===== config.mk =====
export PLATFORM = sky130hd
export DESIGN_NAME = astc_channel
export DESIGN_NICKNAME = d
export VERILOG_FILES = /design/src/verilog/astc_pkg.sv /design/src/verilog/astc_channel.sv
export SDC_FILE = /design/constraint.sdc
export NUM_CORES = 1
export LEC_CHECK = 0
export ABC_AREA = 0
export BUFFER_PORTS_ARGS = -buffer_cell sky130_fd_sc_hd__buf_4
export CAP_MARGIN = 15
export CORE_MARGIN = 2
export CORE_UTILIZATION = 63
export DETAILED_ROUTE_END_ITERATION = 10
export PLACE_DENSITY = 0.81
export SYNTH_ARGS = -nofsm -noshare
export SYNTH_HDL_FRONTEND = slang
export SYNTH_HIERARCHICAL = 1
export SYNTH_SLANG_ARGS = --single-unit

===== constraint.sdc =====
create_clock -name i_ref_clk -period 5.5 [get_ports i_ref_clk]
set_input_delay 1.1 -clock i_ref_clk [delete_from_list [all_inputs] [get_ports i_ref_clk]]
set_output_delay 1.1 -clock i_ref_clk [all_outputs]
set_load 0.05 [all_outputs]

===== src/verilog/astc_pkg.sv =====
// Constants, field layouts, types and helpers for the asynchronous transmit channel.
// Assumes one 25 MHz reference clock; every pin is already synchronous to it.
package astc_pkg;
    localparam logic [2:0] PTR_CMD = 3'h0;
    localparam logic [2:0] PTR_IMR = 3'h1;
    localparam logic [2:0] PTR_VEC = 3'h2;
    localparam logic [2:0] PTR_RXC = 3'h3;
    localparam logic [2:0] PTR_AFC = 3'h4;
    localparam logic [2:0] PTR_TXC = 3'h5;
    localparam logic [2:0] CMD_RST_EXT   = 3'h2;
    localparam logic [2:0] CMD_CHAN_RST  = 3'h3;
    localparam logic [2:0] CMD_RST_TXINT = 3'h5;
    localparam int TXC_DTR = 7, TXC_LEN_LO = 5, TXC_BRK = 4, TXC_EN = 3, TXC_RTS = 1;
    localparam int RXC_LEN_LO = 6, RXC_AUTO = 5, RXC_EN = 0;
    localparam int AFC_CLK_LO = 6, AFC_STOP_LO = 2, AFC_EVEN = 1, AFC_PEN = 0;
    localparam int IMR_EXT = 0, IMR_TXI = 1, IMR_SAV = 2, IMR_RXI_LO = 3, IMR_WR = 7;
    localparam int ST_TBE = 2, ST_DCD = 3, ST_SYNC = 4, ST_CTS = 5, ST_BRK = 7;
    localparam logic [7:0] REG_RESET = 8'h00;
    localparam logic [7:0] RD_NONE   = 8'h00;
    localparam logic [2:0] VEC_TBE = 3'h0;
    localparam logic [2:0] VEC_EXT = 3'h1;
    localparam logic [2:0] VEC_SRC = 3'h3;
    localparam int REF_PERIOD_NS = 40;
    localparam int MIN_PULSE_NS  = 200;
    localparam int BREAK_NS      = 4000;
    localparam logic [15:0] MIN_PULSE_CYC =
        16'((MIN_PULSE_NS + REF_PERIOD_NS - 1) / REF_PERIOD_NS);
    localparam logic [15:0] BREAK_CYC = 16'((BREAK_NS + REF_PERIOD_NS - 1) / REF_PERIOD_NS);
    localparam int FIFO_W = 8;
    localparam int FIFO_DEPTH = 4;

    typedef struct packed {
        logic       wr;
        logic       rd;
        logic       ctrl;
        logic [7:0] wdata;
    } astc_bus_s;

    typedef struct packed {
        logic       req;
        logic [1:0] cause;
    } astc_peer_s;

    typedef enum logic [4:0] {
        TX_IDLE  = 5'b00001,
        TX_START = 5'b00010,
        TX_DATA  = 5'b00100,
        TX_PAR   = 5'b01000,
        TX_STOP  = 5'b10000
    } astc_tx_e;

    // Falling edges of the transmit clock per bit
    function automatic logic [6:0] astc_div(input logic [1:0] mode);
        case (mode)
            2'b00:   astc_div = 7'd1;
            2'b01:   astc_div = 7'd16;
            2'b10:   astc_div = 7'd32;
            default: astc_div = 7'd64;
        endcase
    endfunction : astc_div

    // Data bits of a written byte; five-or-fewer counts leading ones above a zero marker
    function automatic logic [3:0] astc_nbits(input logic [1:0] len, input logic [7:0] b);
        case (len)
            2'b10:   astc_nbits = 4'd6;
            2'b01:   astc_nbits = 4'd7;
            2'b11:   astc_nbits = 4'd8;
            default: begin
                if (!b[7])      astc_nbits = 4'd5;
                else if (!b[6]) astc_nbits = 4'd4;
                else if (!b[5]) astc_nbits = 4'd3;
                else if (!b[4]) astc_nbits = 4'd2;
                else            astc_nbits = 4'd1;
            end
        endcase
    endfunction : astc_nbits
endpackage : astc_pkg


===== src/verilog/astc_channel.sv =====
// Transmit FIFO and one asynchronous transmit channel with its write registers.
// Assumes the CPU bus, modem pins and transmit clock are all synchronous to i_ref_clk.
`timescale 1ns/1ps

module astc_fifo import astc_pkg::*; #(
    parameter int W     = FIFO_W,
    parameter int DEPTH = FIFO_DEPTH
) (
    input  wire logic         i_ref_clk,   // Reference clock
    input  wire logic         i_reset,     // Sync reset, active high
    input  wire logic         i_flush,     // Drop all words
    input  wire logic         i_in_valid,  // Write word offered
    input  wire logic [W-1:0] i_in_data,   // Word to store
    output logic              o_in_ready,  // Room for a word
    output logic              o_out_valid, // Head word present
    output logic [W-1:0]      o_out_data,  // Head word
    input  wire logic         i_out_ready  // Consumer takes head
);
    localparam int AW = $clog2(DEPTH);
    typedef struct packed {
        logic [DEPTH-1:0][W-1:0] mem;
        logic [AW-1:0]           rd;
        logic [AW-1:0]           wr;
        logic [AW:0]             count;
    } astc_fifo_s;
    astc_fifo_s s_q, s_d;
    logic push, pop;

    assign o_in_ready  = (s_q.count != (AW+1)'(DEPTH));
    assign o_out_valid = (s_q.count != '0);
    assign o_out_data  = s_q.mem[s_q.rd];
    assign push        = i_in_valid && o_in_ready;
    assign pop         = i_out_ready && o_out_valid;

    always_comb begin
        s_d = s_q;
        if (push) begin
            s_d.mem[s_q.wr] = i_in_data;
            s_d.wr = s_q.wr + AW'(1);
        end
        if (pop) s_d.rd = s_q.rd + AW'(1);
        s_d.count = s_q.count + (AW+1)'(push) - (AW+1)'(pop);
        if (i_flush) begin
            s_d.rd = '0;
            s_d.wr = '0;
            s_d.count = '0;
        end
    end

    always_ff @(posedge i_ref_clk) begin
        if (i_reset) s_q <= '0;
        else         s_q <= s_d;
    end
endmodule : astc_fifo

module astc_channel import astc_pkg::*; (
    input  wire logic       i_ref_clk,      // 25 MHz reference clock
    input  wire logic       i_reset,        // Sync reset, active high
    input  wire astc_bus_s  i_bus,          // CPU write/read strobes, ctrl/data select
    input  wire logic       i_iack,         // Interrupt acknowledge strobe
    output logic [7:0]      o_rdata,        // Read or vector data
    output logic            o_rvalid,       // Read data valid pulse
    output logic            o_tx_ready,     // Transmit FIFO has room
    input  wire astc_peer_s i_peer,         // Higher-priority channel request
    input  wire logic       i_transmit_bit_clock, // Transmit clock pin
    input  wire logic       i_rxd,          // Received line, for break watch
    input  wire logic       i_cts_n,        // Clear to send, low active
    input  wire logic       i_dcd_n,        // Carrier detect, low active
    input  wire logic       i_sync_n,       // Sync pin, low active
    output logic            o_txd,          // Serial data out
    output logic            o_rts_n,        // Request to send, low active
    output logic            o_dtr_n,        // Terminal ready, low active
    output logic            o_rx_enabled,   // Receiver allowed to run
    output logic [3:0]      o_rx_bits,      // Receive character length
    output logic            o_wait_ready_en,// Wait/ready function enabled
    output logic [1:0]      o_rx_int_mode,  // Receive interrupt mode
    output logic            o_int           // Interrupt request, active high
);
    typedef struct packed {
        logic [2:0]       ptr;
        logic [7:0]       imr;
        logic [7:0]       vec;
        logic [7:0]       rxc;
        logic [7:0]       afc;
        logic [7:0]       transmit_bit_clock;
        astc_tx_e         st;
        logic [7:0]       sh;
        logic [3:0]       cnt;
        logic [6:0]       tick;
        logic             par;
        logic             line;
        logic             clk_prev;
        logic             started;
        logic             tbe_pend;
        logic             popped;
        logic             ext_pend;
        logic [3:0]       flt_lvl;
        logic [3:0][15:0] flt_cnt;
        logic [7:0]       vec_rb;
        logic [7:0]       rdata;
        logic             rvalid;
        logic             txd;
        logic             rx_en;
        logic             intr;
    } astc_chan_s;
    astc_chan_s s_q, s_d;

    logic       fifo_valid, fifo_ready, pop, flush, fall, cts_ok, ext_evt;
    logic [7:0] fifo_data;
    logic [6:0] div, stop_ticks, limit;
    logic [3:0] raw;
    logic [3:0] nbits;
    logic [7:0] masked;

    astc_fifo #(.W(FIFO_W), .DEPTH(FIFO_DEPTH)) u_fifo (
        .i_ref_clk   (i_ref_clk),
        .i_reset     (i_reset),
        .i_flush     (flush),
        .i_in_valid  (i_bus.wr && !i_bus.ctrl),
        .i_in_data   (i_bus.wdata),
        .o_in_ready  (fifo_ready),
        .o_out_valid (fifo_valid),
        .o_out_data  (fifo_data),
        .i_out_ready (pop)
    );

    always_comb begin
        s_d = s_q;
        flush = 1'b0;
        pop = 1'b0;
        ext_evt = 1'b0;
        fall = s_q.clk_prev && !i_transmit_bit_clock;
        div = astc_div(s_q.afc[AFC_CLK_LO +: 2]);
        // 1.5 stop bits rounds the half bit up so x1 still gives two edges
        case (s_q.afc[AFC_STOP_LO +: 2])
            2'b10:   stop_ticks = div + ((div == 7'd1) ? 7'd1 : (div >> 1));
            2'b11:   stop_ticks = 7'(div << 1);
            default: stop_ticks = div;
        endcase
        limit = (s_q.st == TX_STOP) ? stop_ticks : div;
        cts_ok = !s_q.rxc[RXC_AUTO] || !i_cts_n;
        nbits = astc_nbits(s_q.transmit_bit_clock[TXC_LEN_LO +: 2], fifo_data);
        masked = fifo_data & 8'((9'h001 << nbits) - 9'h001);
        s_d.clk_prev = i_transmit_bit_clock;

        // Transmit sequencer advances only on falling edges of the bit clock
        if (fall) begin
            case (s_q.st)
                TX_IDLE: begin
                    s_d.line = 1'b1;
                    if (fifo_valid && s_q.transmit_bit_clock[TXC_EN] && cts_ok) begin
                        pop = 1'b1;
                        s_d.sh = masked;
                        s_d.cnt = nbits - 4'd1;
                        s_d.par = (^masked) ^ !s_q.afc[AFC_EVEN];
                        s_d.st = TX_START;
                        s_d.line = 1'b0;
                        s_d.tick = '0;
                    end
                end
                default: begin
                    if (s_q.tick == limit - 7'd1) begin
                        s_d.tick = '0;
                        case (s_q.st)
                            TX_START: begin
                                s_d.st = TX_DATA;
                                s_d.line = s_q.sh[0];
                                s_d.sh = s_q.sh >> 1;
                            end
                            TX_DATA: begin
                                if (s_q.cnt != 4'd0) begin
                                    s_d.cnt = s_q.cnt - 4'd1;
                                    s_d.line = s_q.sh[0];
                                    s_d.sh = s_q.sh >> 1;
                                end else if (s_q.afc[AFC_PEN]) begin
                                    s_d.st = TX_PAR;
                                    s_d.line = s_q.par;
                                end else begin
                                    s_d.st = TX_STOP;
                                    s_d.line = 1'b1;
                                end
                            end
                            TX_PAR: begin
                                s_d.st = TX_STOP;
                                s_d.line = 1'b1;
                            end
                            TX_STOP: begin
                                s_d.st = TX_IDLE;
                                s_d.line = 1'b1;
                            end
                            default: s_d.st = TX_IDLE;
                        endcase
                    end else begin
                        s_d.tick = s_q.tick + 7'd1;
                    end
                end
            endcase
        end

        // Deglitch CTS, DCD, sync and a held-low receive line (break)
        raw = {!i_rxd, !i_sync_n, !i_dcd_n, !i_cts_n};
        for (int i = 0; i < 4; i++) begin
            if (raw[i] == s_q.flt_lvl[i]) begin
                s_d.flt_cnt[i] = '0;
            end else if (s_q.flt_cnt[i] == ((i == 3) ? BREAK_CYC : MIN_PULSE_CYC) - 16'd1) begin
                s_d.flt_cnt[i] = '0;
                s_d.flt_lvl[i] = raw[i];
                ext_evt = 1'b1;
            end else begin
                s_d.flt_cnt[i] = s_q.flt_cnt[i] + 16'd1;
            end
        end

        // Register port: pointer selects the next control write, then falls back
        s_d.rvalid = 1'b0;
        if (i_bus.wr && i_bus.ctrl) begin
            s_d.ptr = PTR_CMD;
            case (s_q.ptr)
                PTR_CMD: s_d.ptr = i_bus.wdata[2:0];
                PTR_IMR: s_d.imr = i_bus.wdata;
                PTR_VEC: s_d.vec = i_bus.wdata;
                PTR_RXC: s_d.rxc = i_bus.wdata;
                PTR_AFC: s_d.afc = i_bus.wdata;
                PTR_TXC: s_d.transmit_bit_clock = i_bus.wdata;
                default: s_d.ptr = PTR_CMD;
            endcase
        end
        if (i_bus.rd) begin
            s_d.rvalid = 1'b1;
            s_d.ptr = PTR_CMD;
            if (!i_bus.ctrl) s_d.rdata = RD_NONE;
            else if (s_q.ptr == PTR_VEC) s_d.rdata = s_q.vec_rb;
            else s_d.rdata = {s_q.flt_lvl[3], 1'b0, s_q.flt_lvl[0], s_q.flt_lvl[2],
                              s_q.flt_lvl[1], !fifo_valid, 2'b00};
        end
        if (i_iack) begin
            s_d.rvalid = 1'b1;
            s_d.rdata = s_q.vec_rb;
        end

        // Pending causes; a new event wins over a clear in the same cycle
        if (i_bus.wr && !i_bus.ctrl) s_d.started = 1'b1;
        if ((i_bus.wr && !i_bus.ctrl) ||
            (i_bus.wr && i_bus.ctrl && s_q.ptr == PTR_CMD && i_bus.wdata[5:3] == CMD_RST_TXINT))
            s_d.tbe_pend = 1'b0;
        // Empty is judged a cycle after the pop, from the FIFO's own registered flag
        s_d.popped = pop;
        if (s_q.popped && !fifo_valid && s_q.started && s_q.imr[IMR_TXI])
            s_d.tbe_pend = 1'b1;
        if (i_bus.wr && i_bus.ctrl && s_q.ptr == PTR_CMD && i_bus.wdata[5:3] == CMD_RST_EXT)
            s_d.ext_pend = 1'b0;
        if (ext_evt && s_q.imr[IMR_EXT]) s_d.ext_pend = 1'b1;

        // This channel owns the shared vector; first channel outranks it
        s_d.vec_rb = s_q.vec;
        if (s_q.imr[IMR_SAV]) begin
            if (i_peer.req) s_d.vec_rb[3:1] = {1'b1, i_peer.cause};
            else if (s_q.tbe_pend) s_d.vec_rb[3:1] = VEC_TBE;
            else if (s_q.ext_pend) s_d.vec_rb[3:1] = VEC_EXT;
            else s_d.vec_rb[3:1] = VEC_SRC;
        end
        s_d.intr = i_peer.req || s_q.tbe_pend || s_q.ext_pend;

        if (i_bus.wr && i_bus.ctrl && s_q.ptr == PTR_CMD && i_bus.wdata[5:3] == CMD_CHAN_RST) begin
            flush = 1'b1;
            s_d.imr = REG_RESET;
            s_d.rxc = REG_RESET;
            s_d.afc = REG_RESET;
            s_d.transmit_bit_clock = REG_RESET;
            s_d.st = TX_IDLE;
            s_d.line = 1'b1;
            s_d.started = 1'b0;
            s_d.tbe_pend = 1'b0;
            s_d.ext_pend = 1'b0;
        end
        s_d.txd = s_d.line && !s_d.transmit_bit_clock[TXC_BRK];
        s_d.rx_en = s_d.rxc[RXC_EN] && (!s_d.rxc[RXC_AUTO] || !i_dcd_n);
    end

    always_ff @(posedge i_ref_clk) begin
        if (i_reset) begin
            s_q <= '0;
            s_q.st <= TX_IDLE;
            s_q.line <= 1'b1;
            s_q.txd <= 1'b1;
            s_q.clk_prev <= 1'b1;
            s_q.flt_lvl <= 4'h0;
        end else begin
            s_q <= s_d;
        end
    end

    assign o_txd           = s_q.txd;
    assign o_rts_n         = !s_q.transmit_bit_clock[TXC_RTS];
    assign o_dtr_n         = !s_q.transmit_bit_clock[TXC_DTR];
    assign o_rx_enabled    = s_q.rx_en;
    assign o_rx_bits       = astc_nbits({s_q.rxc[RXC_LEN_LO], s_q.rxc[RXC_LEN_LO+1]} == 2'b00
                                        ? 2'b00 : s_q.rxc[RXC_LEN_LO +: 2], 8'h00);
    assign o_wait_ready_en = s_q.imr[IMR_WR];
    assign o_rx_int_mode   = s_q.imr[IMR_RXI_LO +: 2];
    assign o_int           = s_q.intr;
    assign o_rdata         = s_q.rdata;
    assign o_rvalid        = s_q.rvalid;
    assign o_tx_ready      = fifo_ready;
endmodule : astc_channel


Word level (Yosys, flattened, before mapping)
Cells that the tools add are included.

cells by class
  eq/ne operators = 37
  reductions and logical operators = 71
  shift-type cells = 1
  order comparisons = 3
  add/sub/neg operators = 14
  bitwise gates (word level) = 6
  mux-type cells = 64

operator list
  cell                                            number
  adder 16 x 1 -> 16 bit, second input constant   4
  2-to-1 mux 26 bit                               2
  == test 16 x 3 -> 1 bit, second input constant  3
  2-to-1 mux 8 bit                                6
  bitwise mux 32 bit                              1
  2-to-1 mux 27 bit                               1
  2-to-1 mux 24 bit                               1
  one-hot mux 4 bit (3 select lines)              2
  2-to-1 mux 1 bit                                22
  2-to-1 mux 22 bit                               1
  one-hot mux 7 bit (3 select lines)              1
  AND reduction 2 bit                             10
  logical AND 1 bit                               18
  2-to-1 mux 9 bit                                2
  2-to-1 mux 17 bit                               1
  binary-select mux 8 bit (select 2 bit)          1
  demux 8 bit (select 2 bit)                      1
  == test 16 x 7 -> 1 bit, second input constant  1
  one-hot mux 8 bit (2 select lines)              1
  2-to-1 mux 3 bit                                5
  one-hot mux 5 bit (3 select lines)              1
  == test 2 bit, second input constant            7
  2-to-1 mux 7 bit                                2
  one-hot mux 7 bit (2 select lines)              1
  47 further kinds                                101

storage, ports and cells
  output and inout port bits = 22
  flip-flop bits (word level) = 201
  logic and storage cells = 236
  input port bits = 22

Depth between registers and ports, before layout
  word-level depth = 19
  gate-level depth with buffers = 18
  mapped depth without buffers = 17

Cells and area by module
Netlist, hierarchy kept.

modules (own cells, without submodules)
  module        instances  cells each  area each (sq um)  seq. area each (sq um)
  astc_channel  1          898         7669.9             3042.9
  astc_fifo     1          163         1869.3             780.7

Worst setup path after synthesis
Ideal clock, no wire load.

  path kind = flip-flop to flip-flop
  from = register u_fifo/s_q[6] (netlist name)
  to = register s_q[94] (netlist name)
  cell stages (with the launch flop) = 18
  clock period less this slack = 3732 ps
  buffers on the path = 1
  data arrival time = 3613 ps
  setup slack = 1768 ps
  library setup time = 119 ps
  required time = 5381 ps
  cells stage by stage = dfxtp_1 -> clkbuf_1 -> mux4_2 -> o21ai_0 -> nand3_1 -> o21ai_0 -> inv_1 -> ha_1 -> nand3_1 -> ha_1 -> or3b_2 -> a22oi_1 -> o21ai_0 -> and2_1 -> xnor2_1 -> xnor2_1 -> xnor2_1 -> a21oi_1

RTL lines
  element                   line                source
  start: declaration        astc_channel.sv:26  astc_fifo_s s_q, s_d;
  start signal: assignment  astc_channel.sv:51  if (i_reset) s_q <= '0;
  start signal: assignment  astc_channel.sv:52  else s_q <= s_d;

==> flow_summary.yaml <==
outcome:
  status: "completed"
cts:
  clkSinkCount: 191
  cts_max_level: 4
  insertion_delay_ns: 0.44
  cts_tree: "built"
  cts_hold_buf: 0
  clock_path_buffers: 2
  root_buffer: "clkbuf_16"
  cts_setup_buffers: 0
  clk_pin_slew_ns: 0.07
  numCtsBuffers: 17
  cts_resized: 0
grt:
  antenna_found_initial: 0
  grt_max_degree: 59
  grt_pass1_wl_um: 33700
  track_usage_pct: 25.8
  overflow: 0
  grt_pass1_vias: 6906
synthesis:
  async_reset_ff_share_pct: 0
  yosysMostFrequentCell: "dfxtp_1"
  synth_seq_area_share_pct: 40.1
  synth_edf_count: 0
  yosysWarningCount: 6
  yosys.area.top_type: "dfxtp_1"
  syn-num-nets: 1120
  netlist_instances: 1061
  ys_ff_latch: 191
  synth.top_cell.area_share_pct: 40.1
  synthTopCellsByArea: "dfxtp_1, mux2i_1, nor2_1, ha_1, xor2_1"
  avgSynthCellArea_um2: 8.99
  yosys_most_used_dff: "dfxtp_1"
  yosysUniqueCellTypes: 74
  synth_area_um2: 9540
  netlist_top_cells_count: "dfxtp_1, nor2_1, nand2_1"
sta:
  setup-violations-final: 0
  holdWs_ns: 0.458
  rsz0062_at_grt: "no"
  fmax_mhz: 234
  skew_ns: 0.00634
  slew_headroom_pct: 25.6
  period_needed_ns: 4.28
  slew_violations: 0
  period_share_pct: 77.8
  hold_viol: 0
  tightest_slew_ns: 1.11
  fin_setup_tns_ns: 0
layout:
  finalNetCount: 1128
  n_antenna_cell: 0
  areaGrowthSynthToFinish_pct: 8.46
  drive_above_1_share_pct: 11.0
floorplanning:
  rows: 44
  initial_core_util_pct: 65.1
  ios: 44
  dieArea_um2: 16100
  die-width_um: 127
  core_region_area_um2: 14600
  die-height_um: 127
critical_path:
  worstSetupStartpointType: "register"
  required_ns: 5.82
  worstPathCellList: "mux4_2, o21ai_0, nand3_1, o21ai_0, inv_1, ha_1, nand3_1, ha_1, or3b_2, a22oi_1, o21ai_0, and2_1, xnor2_1, xnor2_1, xnor2_1, a21oi_1"
  critPathKind: "register to register"
  slowest_stage: "dfxtp_1"
  arrival_ns: 4.60
  max_stage_delay_ns: 0.70
  cp_max_fo: 10
  endpoint_kind: "register"
pwr:
  powerDensity_nw_per_um2: 265
  power_leakage_nw: 3.98
  ir_drop_mv: 0.236
flow_run:
  cap_violations: 0
detailed_routing:
  wirelength_um: 20200
  drt_iter0_markers: 510
  firstDrtPassIters: 5
  drcViolationCount: 0
  vias: 7290
  ant_nets: 0
  vias_per_cell: 5.76
  wire_per_inst_um: 15.9
worst_hold_path:
  min_path_type: "register to register"
placed_design:
  port-buffer-count: 43
  globalplace.congestion: 0.884
  hpwlAfterDp_um: 13800
## cell families after synthesis
family | count (synthesis) | synth area share [%]
buf+inv | 90 | 4.56
compound gates | 137 | 9.68
flops | 191 | 40.1
fa+ha+maj | 37 | 4.93
xor+xnor | 81 | 7.44
simple gates | 450 | 24.3
mux | 75 | 8.97
## cells in the final DEF, fill, tap and decap left out, drive strengths merged, types with 38 or more instances in the layout
| cell type | instances |
|---|---|
| dfxtp | 191 |
| nor2 | 151 |
| nand2 | 73 |
| mux2i | 63 |
| xor2 | 49 |
| nand2b | 46 |
| buf | 44 |
| a21oi | 44 |
| inv | 38 |
## cell type report
class / count / area [µm²]
timing repair buffer: 44 / 330
fill: 1184 / 4300
multi-input combinational: 780 / 5280
clock buffer: 21 / 440
inverter: 35 / 131
sequential: 191 / 3820
clock inverter: 11 / 110
tap: 184 / 230
## registers in the layout, summed over array words and instances (netlist names)
signal / count
o_int: 1
o_wait_ready_en: 1
s_d: 5
o_rdata: 8
o_txd: 1
o_rx_enabled: 1
s_q: 132
o_rvalid: 1
o_rx_int_mode: 2
u_fifo/s_q: 39
## worst paths after layout
kind         slack, ns  cells past startpoint                  startpoint                   end
max               1.22                     16  u_fifo/s_q[5]$_SDFFE_PP0P_  s_q[94]$_SDFFE_PP0P_
min               0.46                      1          s_q[68]$_SDFF_PP0_    s_q[68]$_SDFF_PP0_
max reg2reg       1.22                     16  u_fifo/s_q[5]$_SDFFE_PP0P_  s_q[94]$_SDFFE_PP0P_
min reg2reg       0.46                      1          s_q[68]$_SDFF_PP0_    s_q[68]$_SDFF_PP0_
## metal layers
layer | GRT usage, % | wire length (µm) | share of wire (%)
met5 | 0 | 0 | 0
met4 | 8.08 | 289 | 1.4
met3 | 4.77 | 610 | 3.0
met2 | 41.3 | 9360 | 46
met1 | 35.6 | 9890 | 49
## per-stage QoR
stage               utilization [%]  cells  power, mW  setup slack [ns]  cell area [µm²]
global placement               66.9   1234       1.59              1.43             9800
global route                   70.7   1266       2.83             0.830            10300
floorplan                         -   1061       1.55              1.77             9540
finish                         70.7   1266       2.74              1.22            10300
CTS                            70.7   1266       2.75              1.24            10300
detailed placement             66.9   1234       1.60              1.27             9800
## where the power goes
part | internal [mW] | switching [mW]
registers | 1.40 | 0.0122
clock network | 0.629 | 0.543
logic | 0.0600 | 0.0991
total | 2.09 | 0.655
## worst max-delay path: cells and delay by family, from the launching register on
family          cells  cell delay, ns
fa+ha+maj           2            0.57
simple gates        4            0.87
flops               1            0.70
xor+xnor            3            0.45
mux                 1            0.62
buf+inv             1            0.15
compound gates      5            0.80
Power figures use the tool's default switching activity.
